--- src/design/plc_regs.vh ---
// Register map, field positions and reset values of the PHY config bank
`ifndef PLC_REGS_VH
`define PLC_REGS_VH

// Register indices (byte address is four times the index)
`define PLC_IDX_INT_STATUS  8'h10
`define PLC_IDX_INT_MASK    8'h11
`define PLC_IDX_LOOPBACK    8'h12
`define PLC_IDX_GLOBAL_CFG  8'h13
`define PLC_IDX_STA_LOW     8'h16
`define PLC_IDX_STA_MID     8'h17
`define PLC_IDX_STA_HIGH    8'h18
`define PLC_IDX_CTRL        8'h20
`define PLC_IDX_MEDIA_STAT  8'h21

// Reset values
`define PLC_RST_ZERO        16'h0000
`define PLC_RST_GLOBAL_CFG  16'h0102

// Last count of the strap window; three sync stages must pass the pins
`define PLC_STRAP_LAST      3'h5

// Writable-bit masks; reserved bits stay at reset value
`define PLC_WMASK_LOOPBACK  16'hBC80
`define PLC_WMASK_GLOBAL    16'h3F83
`define PLC_WMASK_INT       16'hF000
`define PLC_WMASK_CTRL      16'h0003

// Loopback control fields
`define PLC_LB_MEDIA_MAC    15
`define PLC_LB_CODING_MAC   13
`define PLC_LB_ATTACH_MAC   12
`define PLC_LB_FRONT_MAC    11
`define PLC_LB_GEN_CHK      10
`define PLC_LB_MEDIA_PHY    7

// Global configuration fields
`define PLC_GC_TXC_INV      13
`define PLC_GC_RXC_INV      12
`define PLC_GC_FIBER        11
`define PLC_GC_WOL_EN       10
`define PLC_GC_FORCE_LINK   9
`define PLC_GC_WOL_BCAST    8
`define PLC_GC_WOL_PSWD     7
`define PLC_GC_XMODE_HI     1
`define PLC_GC_XMODE_LO     0

// Interrupt status and mask fields
`define PLC_INT_LINK_CHG    15
`define PLC_INT_WAKE        14
`define PLC_INT_TX_LPI      13
`define PLC_INT_RX_LPI      12

// Own control register fields
`define PLC_CTRL_AUTONEG    0
`define PLC_CTRL_USE_INT    1

// Crossover mode encodings
`define PLC_XMODE_STRAIGHT  2'b00
`define PLC_XMODE_CROSS     2'b01
`define PLC_XMODE_AUTO      2'b10

`endif

--- src/design/plc_sync3.v ---
// Three-stage synchroniser; a change counts once stages two and three agree
`timescale 1ns/1ns
`default_nettype none
module plc_sync3
#(
   parameter WIDTH = 1
)
(
   input  wire             clk_i,
   input  wire             rst_b_i,
   input  wire [WIDTH-1:0] async_i,
   output reg  [WIDTH-1:0] sync_o
);
   reg [WIDTH-1:0] s1_r;
   reg [WIDTH-1:0] s2_r;
   reg [WIDTH-1:0] s3_r;
   integer         k;

   // Shift chain; only s2/s3 feed the agreement logic
   always @(posedge clk_i)
   begin
      if (!rst_b_i)
      begin
         s1_r   <= {WIDTH{1'b0}};
         s2_r   <= {WIDTH{1'b0}};
         s3_r   <= {WIDTH{1'b0}};
         sync_o <= {WIDTH{1'b0}};
      end
      else
      begin
         s1_r <= async_i;
         s2_r <= s1_r;
         s3_r <= s2_r;
         for (k = 0; k < WIDTH; k = k + 1)
            if (s2_r[k] == s3_r[k])
               sync_o[k] <= s3_r[k];
      end
   end
endmodule
`default_nettype wire

--- src/design/plc_event_flags.v ---
// Sticky event flags with write-one-to-clear; a set beats a clear
`timescale 1ns/1ns
`default_nettype none
module plc_event_flags
#(
   parameter WIDTH = 4
)
(
   input  wire             clk_i,
   input  wire             rst_b_i,
   input  wire [WIDTH-1:0] set_i,
   input  wire [WIDTH-1:0] clr_i,
   output reg  [WIDTH-1:0] flag_o
);
   genvar g;

   // One flop per flag
   generate
      for (g = 0; g < WIDTH; g = g + 1)
      begin : g_flag
         always @(posedge clk_i)
         begin
            if (!rst_b_i)
               flag_o[g] <= 1'b0;
            else if (set_i[g])
               flag_o[g] <= 1'b1;
            else if (clr_i[g])
               flag_o[g] <= 1'b0;
         end
      end
   endgenerate
endmodule
`default_nettype wire

--- src/design/plc_config_regs.v ---
// PHY loopback, clocking, medium, wake and station address config bank
//
// Functional notes
// - Masked RX idle status drives low interrupt
// - Bits 15,13,12,11 enable loops to MAC
// - Bit 10 loops generator into checker
// - Bit 7 loops MAC interface, internal PHY
// - Bit 13 inverts transmit clock
// - Bit 12 inverts receive clock
// - Fiber bit OR fiber pin selects medium
// - Bit 10 enables magic packet detection
// - Bit 9 forces both speeds link up
// - Force link acts only in forced speed
// - Enabling auto-negotiation clears force link bit
// - Bit 8 accepts broadcast magic packets
// - Bit 7 requires password check
// - Crossover field: straight, cross, auto, reserved
// - Strap pins latched into crossover field
// - Loopback or fiber forces straight crossover
// - Address bytes 0,1 in first register
// - Address bytes 2,3 in second register
// - Magic packet sets wake status bit 14
//
// The APB register port was decided locally.
`timescale 1ns/1ns
`default_nettype none
`include "plc_regs.vh"
module plc_config_regs
(
   // Clock and reset
   input  wire        CLK_I,
   input  wire        RST_B_I,
   // APB slave
   input  wire        PSEL_I,
   input  wire        PENABLE_I,
   input  wire        PWRITE_I,
   input  wire [11:0] PADDR_I,
   input  wire [31:0] PWDATA_I,
   output wire        PREADY_O,
   output reg  [31:0] PRDATA_O,
   output wire        PSLVERR_O,
   // Pins from outside the clock domain
   input  wire        FIBER_SELECT_PIN_I,
   input  wire        DUPLEX_COLLISION_LED_PIN_I,
   input  wire        RECEIVE_ERROR_PIN_I,
   // Events from PHY logic on this clock
   input  wire        LINK_CHANGE_EV_I,
   input  wire        TX_LPI_EV_I,
   input  wire        RX_LPI_EV_I,
   input  wire        MAGIC_PACKET_EV_I,
   // Controls toward the PHY datapath
   output reg         LOOP_MEDIA_IF_TO_MAC_EN_O,
   output reg         LOOP_CODING_SUBLAYER_TO_MAC_EN_O,
   output reg         LOOP_ATTACHMENT_TO_MAC_EN_O,
   output reg         LOOP_FRONTEND_TO_MAC_EN_O,
   output reg         LOOP_GENERATOR_TO_CHECKER_EN_O,
   output reg         LOOP_MEDIA_IF_TO_PHY_EN_O,
   output reg         TX_CLOCK_INVERT_O,
   output reg         RX_CLOCK_INVERT_O,
   output reg         FIBER_MODE_O,
   output reg         WAKE_ON_LAN_ENABLE_O,
   output reg         WAKE_ACCEPT_BROADCAST_O,
   output reg         WAKE_PASSWORD_CHECK_O,
   output reg         FORCE_LINK_10_O,
   output reg         FORCE_LINK_100_O,
   output reg  [1:0]  CROSSOVER_MODE_O,
   output reg  [47:0] STATION_ADDR_O,
   // Interrupts, active low
   output reg         INTERNAL_MGMT_IRQ_N_O,
   output reg         EXTERNAL_MGMT_IRQ_N_O
);
   // Register storage
   reg  [15:0] loopback_r;
   reg  [15:0] global_cfg_r;
   reg  [15:0] int_mask_r;
   reg  [15:0] ctrl_r;
   reg  [15:0] sta_low_r;
   reg  [15:0] sta_mid_r;
   reg  [15:0] sta_high_r;
   reg         strap_done_r;
   reg         autoneg_d_r;
   // Combinational next values
   reg  [15:0] global_cfg_nxt;
   reg  [15:0] rdata_nxt;
   // Synchronised pins and event flags
   wire [2:0]  pins_sync;
   wire        fiber_pin_s;
   wire        dup_led_s;
   wire        rx_err_s;
   wire [3:0]  flags;
   wire [3:0]  flag_set;
   wire [3:0]  flag_clr;
   // Bus decode
   wire [9:0]  idx;
   wire        wr_en;
   wire        rd_en;
   wire        hit;
   wire        sel_status;
   wire        sel_mask;
   wire        sel_loop;
   wire        sel_global;
   wire        sel_sta_low;
   wire        sel_sta_mid;
   wire        sel_sta_high;
   wire        sel_ctrl;
   wire        sel_media;
   // Derived state
   wire        any_loop;
   wire        fiber;
   wire        autoneg_rise;

   // Pins cross into the clock domain
   plc_sync3 #(.WIDTH(3)) u_sync
   (
      .clk_i   (CLK_I),
      .rst_b_i (RST_B_I),
      .async_i ({FIBER_SELECT_PIN_I, DUPLEX_COLLISION_LED_PIN_I,
                 RECEIVE_ERROR_PIN_I}),
      .sync_o  (pins_sync)
   );

   // Pin bits by name; the straps read two of them once after reset
   assign fiber_pin_s = pins_sync[2];
   assign dup_led_s   = pins_sync[1];
   assign rx_err_s    = pins_sync[0];

   // APB decode; zero wait states, word aligned index
   assign idx      = PADDR_I[11:2];
   assign PREADY_O = 1'b1;
   assign wr_en    = PSEL_I & PENABLE_I & PWRITE_I;
   // Reads are looked up in the setup phase
   assign rd_en    = PSEL_I & ~PENABLE_I & ~PWRITE_I;
   // One select per mapped index
   assign sel_status   = (idx == {2'b00, `PLC_IDX_INT_STATUS});
   assign sel_mask     = (idx == {2'b00, `PLC_IDX_INT_MASK});
   assign sel_loop     = (idx == {2'b00, `PLC_IDX_LOOPBACK});
   assign sel_global   = (idx == {2'b00, `PLC_IDX_GLOBAL_CFG});
   assign sel_sta_low  = (idx == {2'b00, `PLC_IDX_STA_LOW});
   assign sel_sta_mid  = (idx == {2'b00, `PLC_IDX_STA_MID});
   assign sel_sta_high = (idx == {2'b00, `PLC_IDX_STA_HIGH});
   assign sel_ctrl     = (idx == {2'b00, `PLC_IDX_CTRL});
   assign sel_media    = (idx == {2'b00, `PLC_IDX_MEDIA_STAT});
   assign hit = sel_status | sel_mask | sel_loop | sel_global
              | sel_sta_low | sel_sta_mid | sel_sta_high
              | sel_ctrl | sel_media;
   // Unmapped addresses answer with an error, no side effect
   assign PSLVERR_O = PSEL_I & PENABLE_I & ~hit;

   // Event flags, write one to clear
   assign flag_set = {LINK_CHANGE_EV_I, MAGIC_PACKET_EV_I,
                      TX_LPI_EV_I, RX_LPI_EV_I};
   // An event in the clear cycle keeps its flag set
   assign flag_clr = (wr_en && sel_status) ?
                     PWDATA_I[15:12] : 4'b0000;

   plc_event_flags #(.WIDTH(4)) u_flags
   (
      .clk_i   (CLK_I),
      .rst_b_i (RST_B_I),
      .set_i   (flag_set),
      .clr_i   (flag_clr),
      .flag_o  (flags)
   );

   // Derived medium and loop state
   assign fiber = global_cfg_r[`PLC_GC_FIBER] | fiber_pin_s;
   // Loop to PHY only counts while the internal PHY is in use
   assign any_loop = loopback_r[`PLC_LB_MEDIA_MAC]
                   | loopback_r[`PLC_LB_CODING_MAC]
                   | loopback_r[`PLC_LB_ATTACH_MAC]
                   | loopback_r[`PLC_LB_FRONT_MAC]
                   | loopback_r[`PLC_LB_GEN_CHK]
                   | (loopback_r[`PLC_LB_MEDIA_PHY]
                      & ctrl_r[`PLC_CTRL_USE_INT]);
   assign autoneg_rise = ctrl_r[`PLC_CTRL_AUTONEG] & ~autoneg_d_r;

   // Next global config: write, strap capture, force-link auto clear
   always @*
   begin
      global_cfg_nxt = global_cfg_r;
      if (wr_en && sel_global)
         global_cfg_nxt = (global_cfg_r & ~`PLC_WMASK_GLOBAL)
                        | (PWDATA_I[15:0] & `PLC_WMASK_GLOBAL);
      // Straps caught once, after synchroniser has settled
      if (!strap_done_r)
      begin
         global_cfg_nxt[`PLC_GC_XMODE_HI] = dup_led_s;
         global_cfg_nxt[`PLC_GC_XMODE_LO] = rx_err_s;
      end
      // Hardware drops a force request left over from forced mode
      if (autoneg_rise)
         global_cfg_nxt[`PLC_GC_FORCE_LINK] = 1'b0;
   end

   // Strap window: a few cycles so the three-stage sync has passed pins
   reg [2:0] strap_cnt_r;
   always @(posedge CLK_I)
   begin
      if (!RST_B_I)
      begin
         strap_cnt_r  <= 3'd0;
         strap_done_r <= 1'b0;
      end
      else if (!strap_done_r)
      begin
         strap_cnt_r <= strap_cnt_r + 3'd1;
         if (strap_cnt_r == `PLC_STRAP_LAST)
            strap_done_r <= 1'b1;
      end
   end

   // Register writes; reserved bits kept by masks
   always @(posedge CLK_I)
   begin
      if (!RST_B_I)
      begin
         loopback_r   <= `PLC_RST_ZERO;
         global_cfg_r <= `PLC_RST_GLOBAL_CFG;
         int_mask_r   <= `PLC_RST_ZERO;
         ctrl_r       <= `PLC_RST_ZERO;
         sta_low_r    <= `PLC_RST_ZERO;
         sta_mid_r    <= `PLC_RST_ZERO;
         sta_high_r   <= `PLC_RST_ZERO;
         autoneg_d_r  <= 1'b0;
      end
      else
      begin
         global_cfg_r <= global_cfg_nxt;
         autoneg_d_r  <= ctrl_r[`PLC_CTRL_AUTONEG];
         // Status clears go to the flag block; media status is read-only
         if (wr_en)
         begin
            case (idx)
               {2'b00, `PLC_IDX_LOOPBACK}:
                  loopback_r <= PWDATA_I[15:0] & `PLC_WMASK_LOOPBACK;
               {2'b00, `PLC_IDX_INT_MASK}:
                  int_mask_r <= PWDATA_I[15:0] & `PLC_WMASK_INT;
               {2'b00, `PLC_IDX_CTRL}:
                  ctrl_r <= PWDATA_I[15:0] & `PLC_WMASK_CTRL;
               {2'b00, `PLC_IDX_STA_LOW}:
                  sta_low_r <= PWDATA_I[15:0];
               {2'b00, `PLC_IDX_STA_MID}:
                  sta_mid_r <= PWDATA_I[15:0];
               {2'b00, `PLC_IDX_STA_HIGH}:
                  sta_high_r <= PWDATA_I[15:0];
               default:
                  ;
            endcase
         end
      end
   end

   // Read mux; upper half-word reads zero
   always @*
   begin
      case (idx)
         {2'b00, `PLC_IDX_INT_STATUS}: rdata_nxt = {flags, 12'h000};
         {2'b00, `PLC_IDX_INT_MASK}:   rdata_nxt = int_mask_r;
         {2'b00, `PLC_IDX_LOOPBACK}:   rdata_nxt = loopback_r;
         {2'b00, `PLC_IDX_GLOBAL_CFG}: rdata_nxt = global_cfg_r;
         {2'b00, `PLC_IDX_STA_LOW}:    rdata_nxt = sta_low_r;
         {2'b00, `PLC_IDX_STA_MID}:    rdata_nxt = sta_mid_r;
         {2'b00, `PLC_IDX_STA_HIGH}:   rdata_nxt = sta_high_r;
         {2'b00, `PLC_IDX_CTRL}:       rdata_nxt = ctrl_r;
         {2'b00, `PLC_IDX_MEDIA_STAT}:
            rdata_nxt = {12'h000, any_loop, fiber, CROSSOVER_MODE_O};
         default:                       rdata_nxt = `PLC_RST_ZERO;
      endcase
   end

   // Read data is caught from the mux at the setup edge, so it stands
   // through the access phase with no wait state; a flag that sets in
   // the access cycle itself shows on the next read
   always @(posedge CLK_I)
   begin
      if (!RST_B_I)
         PRDATA_O <= 32'h0000_0000;
      else if (rd_en)
         PRDATA_O <= {16'h0000, rdata_nxt};
   end

   // Registered controls toward the datapath
   always @(posedge CLK_I)
   begin
      if (!RST_B_I)
      begin
         LOOP_MEDIA_IF_TO_MAC_EN_O        <= 1'b0;
         LOOP_CODING_SUBLAYER_TO_MAC_EN_O <= 1'b0;
         LOOP_ATTACHMENT_TO_MAC_EN_O      <= 1'b0;
         LOOP_FRONTEND_TO_MAC_EN_O        <= 1'b0;
         LOOP_GENERATOR_TO_CHECKER_EN_O   <= 1'b0;
         LOOP_MEDIA_IF_TO_PHY_EN_O        <= 1'b0;
         TX_CLOCK_INVERT_O                <= 1'b0;
         RX_CLOCK_INVERT_O                <= 1'b0;
         FIBER_MODE_O                     <= 1'b0;
         WAKE_ON_LAN_ENABLE_O             <= 1'b0;
         WAKE_ACCEPT_BROADCAST_O          <= 1'b0;
         WAKE_PASSWORD_CHECK_O            <= 1'b0;
         FORCE_LINK_10_O                  <= 1'b0;
         FORCE_LINK_100_O                 <= 1'b0;
         CROSSOVER_MODE_O                 <= `PLC_XMODE_AUTO;
         STATION_ADDR_O                   <= 48'h0000_0000_0000;
         INTERNAL_MGMT_IRQ_N_O            <= 1'b1;
         EXTERNAL_MGMT_IRQ_N_O            <= 1'b1;
      end
      else
      begin
         // Loop enables follow the loopback register one edge later
         LOOP_MEDIA_IF_TO_MAC_EN_O <= loopback_r[`PLC_LB_MEDIA_MAC];
         LOOP_CODING_SUBLAYER_TO_MAC_EN_O <=
            loopback_r[`PLC_LB_CODING_MAC];
         LOOP_ATTACHMENT_TO_MAC_EN_O <= loopback_r[`PLC_LB_ATTACH_MAC];
         LOOP_FRONTEND_TO_MAC_EN_O <= loopback_r[`PLC_LB_FRONT_MAC];
         LOOP_GENERATOR_TO_CHECKER_EN_O <= loopback_r[`PLC_LB_GEN_CHK];
         // Only meaningful with the internal PHY in the path
         LOOP_MEDIA_IF_TO_PHY_EN_O <= loopback_r[`PLC_LB_MEDIA_PHY]
                                    & ctrl_r[`PLC_CTRL_USE_INT];
         // Clock inversion and medium
         TX_CLOCK_INVERT_O <= global_cfg_r[`PLC_GC_TXC_INV];
         RX_CLOCK_INVERT_O <= global_cfg_r[`PLC_GC_RXC_INV];
         FIBER_MODE_O <= fiber;
         // Wake controls go to the frame matcher
         WAKE_ON_LAN_ENABLE_O <= global_cfg_r[`PLC_GC_WOL_EN];
         WAKE_ACCEPT_BROADCAST_O <= global_cfg_r[`PLC_GC_WOL_BCAST];
         WAKE_PASSWORD_CHECK_O <= global_cfg_r[`PLC_GC_WOL_PSWD];
         // Forcing ignored while auto-negotiation runs
         // Both speeds are forced together from one bit
         FORCE_LINK_10_O <= global_cfg_r[`PLC_GC_FORCE_LINK]
                          & ~ctrl_r[`PLC_CTRL_AUTONEG];
         FORCE_LINK_100_O <= global_cfg_r[`PLC_GC_FORCE_LINK]
                           & ~ctrl_r[`PLC_CTRL_AUTONEG];
         // Reserved code 11 is passed as written; datapath treats it
         if (any_loop | fiber)
            CROSSOVER_MODE_O <= `PLC_XMODE_STRAIGHT;
         else
            CROSSOVER_MODE_O <=
               global_cfg_r[`PLC_GC_XMODE_HI:`PLC_GC_XMODE_LO];
         // Matcher compares against all six bytes in transmit order
         STATION_ADDR_O <= {sta_low_r, sta_mid_r, sta_high_r};
         // Both interrupt pins carry the same masked OR
         INTERNAL_MGMT_IRQ_N_O <= ~|(flags & int_mask_r[15:12]);
         EXTERNAL_MGMT_IRQ_N_O <= ~|(flags & int_mask_r[15:12]);
      end
   end
endmodule
`default_nettype wire

--- config.mk ---
export PLATFORM = sky130hd
export DESIGN_NAME = plc_config_regs
export DESIGN_NICKNAME = d
export VERILOG_FILES = /design/src/design/plc_sync3.v /design/src/design/plc_event_flags.v /design/src/design/plc_config_regs.v
export VERILOG_INCLUDE_DIRS = /design/src /design/src/design
export SDC_FILE = /design/constraint.sdc
export NUM_CORES = 1
export LEC_CHECK = 0
export BUFFER_PORTS_ARGS = -buffer_cell sky130_fd_sc_hd__buf_4
export CORE_UTILIZATION = 53
export CTS_BUF_LIST = sky130_fd_sc_hd__clkbuf_4 sky130_fd_sc_hd__clkbuf_8 sky130_fd_sc_hd__clkbuf_16
export DETAILED_ROUTE_END_ITERATION = 16
export GPL_ROUTABILITY_DRIVEN = 0
export PLACE_DENSITY = 0.79
export SLEW_MARGIN = 10
export SYNTH_ARGS = -nofsm -noshare
export SYNTH_HDL_FRONTEND = slang
export SYNTH_SLANG_ARGS = --single-unit
export TNS_END_PERCENT = 100
--- constraint.sdc ---
create_clock -name CLK_I -period 2.35 [get_ports CLK_I]
set_clock_uncertainty 0.2 [all_clocks]
set_input_delay 0.235 -clock CLK_I [delete_from_list [all_inputs] [get_ports CLK_I]]
set_output_delay 0.235 -clock CLK_I [all_outputs]
set_load 0.005 [all_outputs]
## Yosys cells after proc, flatten, opt, wreduce, memory -nomap -nowiden

Index checks and enable logic that the tools add are counted.

| word-level totals | value |
|---|---|
| word-level logic and storage cells | 117 |
| bits of input ports | 56 |
| output and inout bits | 100 |
| bits in registers | 177 |

| operators by class | value |
|---|---|
| add/subtract/negate cells | 1 |
| mux-type cells | 15 |
| equality and inequality tests | 14 |
| bitwise gates (word level) | 31 |
| reduce and logical (&&, ||, !) cells | 16 |

Operators with widths:

| cell | number |
|---|---|
| $pmux 16 s9 | 1 |
| $eq 10x5->1 const B | 7 |
| $eq 10x6->1 const B | 2 |
| $or 16x14->16 | 1 |
| $or 1x1->1 | 15 |
| $reduce_and 2->1 | 6 |
| $mux 1 | 10 |
| $and 1x1->1 | 8 |
| $reduce_bool 2->1 | 4 |
| $mux 2 | 3 |
| $not 1->1 | 6 |
| $and 4x4->4 | 1 |
| $mux 4 | 1 |
| $reduce_or 2->1 | 2 |
| $reduce_or 4->1 | 1 |
| $add 3x1->3 const B | 1 |
| $eq 1x1->1 | 3 |
| $eq 3x3->1 const B | 1 |
| $logic_and 1x1->1 | 2 |
| $ne 2x1->1 const B | 1 |
| $logic_not 1->1 | 1 |

## Logic depth before layout (Yosys ltp)

| logic depth | value |
|---|---|
| word-level depth | 11 |
| gate-level depth with buffers | 8 |
| depth with buffers taken out | 5 |

## Cells and area by module

Synthesis repeated with hierarchy kept, for this count alone.

| unflattened totals | value |
|---|---|
| cells, all modules | 667 |
| area, all modules | 6673.9 um^2 |

By module, submodules not included:

| module | area each (um^2) | instances | cells an instance | seq. area each (um^2) |
|---|---|---|---|---|
| plc_config_regs | 6140.9 | 1 | 624 | 3083.0 |
| plc_sync3 | 367.9 | 1 | 31 | 240.2 |
| plc_event_flags | 165.2 | 1 | 12 | 80.1 |

## Worst setup path before layout

No wires, ideal clock.

| path | value |
|---|---|
| path type | input to register |
| start point | input port PADDR_I[7] |
| end point | register sta_low_r[10] |
| arrival | 1.839 ns |
| required time | 2.028 ns |
| library setup time | 0.122 ns |
| path slack | 0.189 ns |
| cell stages on the path | 7 |
| buffers on the path | 2 |
| path through | or4b_1 buf_4 nor4_4 nand2_1 buf_2 nand2_1 a21boi_0 |

| on the way | value |
|---|---|
| word-level cells in the longest chain between the ends | 2 |

RTL lines:

| element | RTL line | text |
|---|---|---|
| start: declaration | plc_config_regs.v:37 | `input wire [11:0] PADDR_I,` |
| $eq 10x5->1 | plc_config_regs.v:233 | `case (idx)` |
| $reduce_and 2->1 (no line) | -- |  |
| end signal: assignment | plc_config_regs.v:221 | `` sta_low_r <= `PLC_RST_ZERO; `` |
| end signal: assignment | plc_config_regs.v:241 | `sta_low_r <= PWDATA_I[15:0];` |
| end: declaration | plc_config_regs.v:77 | `reg [15:0] sta_low_r;` |

Every way passes these cells.
A chain may end at the register's enable or synchronous reset.

## Final worst setup path

| path | value |
|---|---|
| start point | input port PADDR_I[4] |
| end point | output port PSLVERR_O |

| on the way | value |
|---|---|
| word-level cells in the longest chain between the ends | 11 |
| elaborated cells on any way between the ends | 19 |
| those cells by class | eq/ne (9); bitwise (10) |

RTL lines:

| element | RTL line | text |
|---|---|---|
| $eq 10x5->1, on equally long branches | plc_config_regs.v:134, plc_config_regs.v:135 |  |
| $or 1x1->1 (3 in a row) | plc_config_regs.v:143 | `assign hit = sel_status \| sel_mask \| sel_loop \| sel_global` |
| $or 1x1->1 (3 in a row) | plc_config_regs.v:144 | `\| sel_sta_low \| sel_sta_mid \| sel_sta_high` |
| $or 1x1->1 | plc_config_regs.v:145 | `\| sel_ctrl \| sel_media;` |
| $or 1x1->1 (*) | plc_config_regs.v:145 |  |
| $not 1->1 (*) | plc_config_regs.v:147 | `assign PSLVERR_O = PSEL_I & PENABLE_I & ~hit;` |
| $and 1x1->1 (*) | plc_config_regs.v:147 |  |
| end: declaration | plc_config_regs.v:41 | `output wire PSLVERR_O,` |

Every way passes the cells marked *; elsewhere a longest branch is shown, timed or not.

==> impl_metrics.tcl <==
set metrics [dict create \
    status "complete, no violations" \
    cts_root_buf "clkbuf_16" \
    post-dp-hpwl_mm 11.8 \
    drive_gt1_share_pct 23.9 \
    dr_total_vias 5475 \
    synth_cells 692 \
    die_y_um 114 \
    dpl_worst_slack_ns -0.00200 \
    drtAntennaViolNets 0 \
    area_growth_pct 30.2 \
    critPathKind "in2out" \
    fillCellCount 874 \
    tritoncts "built" \
    start_util_pct 54.7 \
    fin_ws_ns 0.103 \
    grt_max_degree 49 \
    finalSetupViolCount 0 \
    path_max_fanout 4 \
    fin_crit_ns 2.25 \
    worstReg2RegStart "loopback_r[15]$_SDFFE_PN0P_" \
    rsz0062_at_grt "false" \
    hp-start "PWRITE_I" \
    drcViolationCount 0 \
    fin_util_pct 71.2 \
    synth_edf_count 0 \
    wire_per_inst_um 16.5 \
    tns_ns 0 \
    cts_buffer_depth 2 \
    r2r_end "PRDATA_O[3]$_SDFFE_PN0P_" \
    synth-async-reset-ratio_pct 0 \
    cts_max_level 4 \
    yosysUniqueCellTypes 52 \
    die_w_um 114 \
    max_slew_margin_pct 50.2 \
    min_to "PRDATA_O[0]$_SDFFE_PN0P_" \
    hp-class "in2reg" \
    viasPerCell 5.34 \
    antenna_found_initial 0 \
    grt-ovfl-total 0 \
    syn_area_per_cell_sq_um 9.53 \
    grt_pass1_wl_mm 26.3 \
    cap_violations 0 \
    fin_nets 903 \
    cp.required_ns 1.91 \
    multi_input_area_sq_mm 0.00292 \
    cts_inserted_buffers 17 \
    seqCellArea_sq_mm 0.00340 \
    power.density_mw_per_mm2 704 \
    clkTransAtPathRegs_ns 0.06 \
    ff2ff_path_depth 5 \
    cts.sinks 170 \
    syn_area_sq_mm 0.00659 \
    clock_latency_ns 0.43 \
    tightestPinTransition_ns 0.746 \
    hold_viol_final 0 \
    num_io_pins 156 \
    first_global_vias 5271 \
    cp-end-kind "output pin" \
    ys.flop_type "dfxtp_1" \
    peakVddDrop_uv 361 \
    die_area_sq_mm 0.0129 \
    ys_warn_count 0 \
    drv_slew 0 \
    post-route-period-util_pct 95.6 \
    p_total_w 0.00605 \
    whs_path_depth 4 \
    ys_seq_area_share_pct 51.6 \
    grt_usage_pct 26.9 \
    reg2reg_slack_ns 0.63 \
    fmax_mhz 445 \
    critPathArrivalTime_ns 1.81 \
    cts_setup_buffers 0 \
    synth.ff_latch_count 170 \
    diodes 0 \
    p_leak_nw 3.53 \
    core_area_sq_mm 0.0121 \
    dr.pass1.iters 5 \
    wirelength_mm 16.9 \
    drtIter0Drc 504 \
    port_buffers 120 \
    rows 40 \
    crit_path_start_kind "input pin" \
]
layer usage:
metal  vias to the layer above  wire length (um)  track usage [%]
li1                       2615                 -                -
met4                         0               588             15.2
met1                      2553              7130             33.8
met2                       253              7920             42.5
met5                         -                 0                0
met3                        54              1290             6.22
report_power, final:
part           switching (W)  total (W)  internal (W)
Clock                0.00110    0.00283       0.00173
Combinational       0.000158   0.000298      0.000140
Sequential         0.0000147    0.00292       0.00290
Total                0.00127    0.00605       0.00477
registers in the layout, summed over array words and instances (netlist names), 4 cells and up:
signal          cells
sta_mid_r          16
STATION_ADDR_O     48
sta_high_r         16
loopback_r          6
u_flags.flag_o      4
sta_low_r          16
global_cfg_r        9
PRDATA_O           16
int_mask_r          4
metrics by stage:
| stage | cell area [sq um] | hold WS, ns | cells |
|---|---|---|---|
| final | 8580 | 0.0750 | 1026 |
| after detailed placement | 7740 | 0.219 | 970 |
| after global routing | 8580 | 0.105 | 1026 |
| after global placement | 7740 | 0.217 | 970 |
| after floorplan | 6650 | 0.159 | 707 |
| after CTS | 8580 | 0.0543 | 1026 |
logic make-up after synthesis:
family / after synthesis / share of synthesized area (%)
simple gates: 286 / 22.9
fa+ha+maj: 2 / 0.380
xor+xnor: 2 / 0.266
compound gates: 138 / 15.1
buf+inv: 62 / 4.92
mux: 30 / 4.71
other cells: 2 / 0.114
flops: 170 / 51.6
worst max-delay path, stage by stage:
cell and delay, ns:
buf_4 0.11, or4_1 0.58, or2_2 0.34, o211ai_1 0.21, buf_4 0.17, nor2_1 0.05
buf_4 0.12
final cells by class:
| class | instances | share of cell area (%) |
|---|---|---|
| flip-flops and latches | 170 | 39.7 |
| multi-input cells | 475 | 34.0 |
| repair buffers | 177 | 16.6 |
| clock buffers | 20 | 5.36 |
| well taps | 168 | 2.45 |
| clock inverters | 12 | 1.71 |
| inverters | 4 | 0.175 |
cells in the final DEF, fill, tap and decap left out, types with 3 or more instances in the layout:
master,count
a21boi_0,49
a21boi_1,9
a21boi_2,3
a21oi_1,9
a221oi_1,9
a22o_1,7
a22oi_1,10
and2_1,74
and3_1,6
buf_12,3
buf_4,150
bufinv_16,3
clkbuf_16,17
clkinv_2,5
clkinvlp_4,3
conb_1,17
dfxtp_1,170
dlygate4sd3_1,24
inv_1,4
mux2_2,8
mux2i_1,22
nand2_1,132
nand2b_1,3
nand3_1,12
nand4_1,3
nor2_1,13
nor2b_1,17
nor3_1,4
nor3b_1,3
nor4_4,3
o21a_1,7
o21ai_0,24
or3_1,3
worst max path at each step:
stage / start / end / slack [ns] / cells after the start
finish: PADDR_I[4] / PSLVERR_O / 0.10 / 7
global route: PADDR_I[4] / PSLVERR_O / 0.004 / 7
CTS: PADDR_I[4] / PSLVERR_O / 0.1 / 7
detailed placement: PADDR_I[7] / sta_high_r[5]$_SDFFE_PN0P_ / -0.002 / 8
global placement: PADDR_I[7] / u_flags.flag_o[3]$_SDFFE_PN0P_ / 0.04 / 8
floorplan: PADDR_I[7] / sta_low_r[10]$_SDFFE_PN0P_ / 0.19 / 7
timing repair:
item	CTS	global route
hold endpoints to repair	78	0
hold buffers	24	0
gates resized for setup	0	0
setup endpoints to repair	0	1
cell usage after synthesis, types with 2 or more instances:
| master | n | area (sq um) |
|---|---|---|
| nand3_1 | 12 | 60.1 |
| dfxtp_1 | 170 | 3400 |
| o21ai_0 | 24 | 120 |
| conb_1 | 2 | 7.51 |
| nor4_4 | 3 | 63.8 |
| mux2i_1 | 22 | 220 |
| xnor2_1 | 2 | 17.5 |
| a21boi_2 | 3 | 33.8 |
| mux2_2 | 8 | 90.1 |
| buf_1 | 2 | 7.51 |
| nor4b_1 | 2 | 17.5 |
| a22oi_1 | 10 | 75.1 |
| buf_4 | 21 | 158 |
| and3_1 | 6 | 37.5 |
| nor2b_1 | 17 | 106 |
| a22o_1 | 7 | 61.3 |
| nand4_1 | 3 | 18.8 |
| and2_1 | 74 | 463 |
| nor3_2 | 2 | 20.0 |
| nor4_1 | 2 | 12.5 |
| clkbuf_1 | 30 | 113 |
| a21boi_1 | 9 | 67.6 |
| nand2_1 | 132 | 495 |
| ha_1 | 2 | 25.0 |
| a21oi_1 | 9 | 45.0 |
| nand2b_1 | 3 | 18.8 |
| buf_2 | 4 | 20.0 |
| nor4b_4 | 2 | 47.6 |
| nor2_1 | 13 | 48.8 |
| or3_1 | 3 | 18.8 |
| nor3b_1 | 3 | 22.5 |
| a211oi_1 | 2 | 15.0 |
| a21boi_0 | 49 | 368 |
| nor3_1 | 4 | 20.0 |
| a221oi_1 | 9 | 78.8 |
| o21a_1 | 7 | 52.6 |
| inv_1 | 4 | 15.0 |
(Power assumes the default switching activity.)
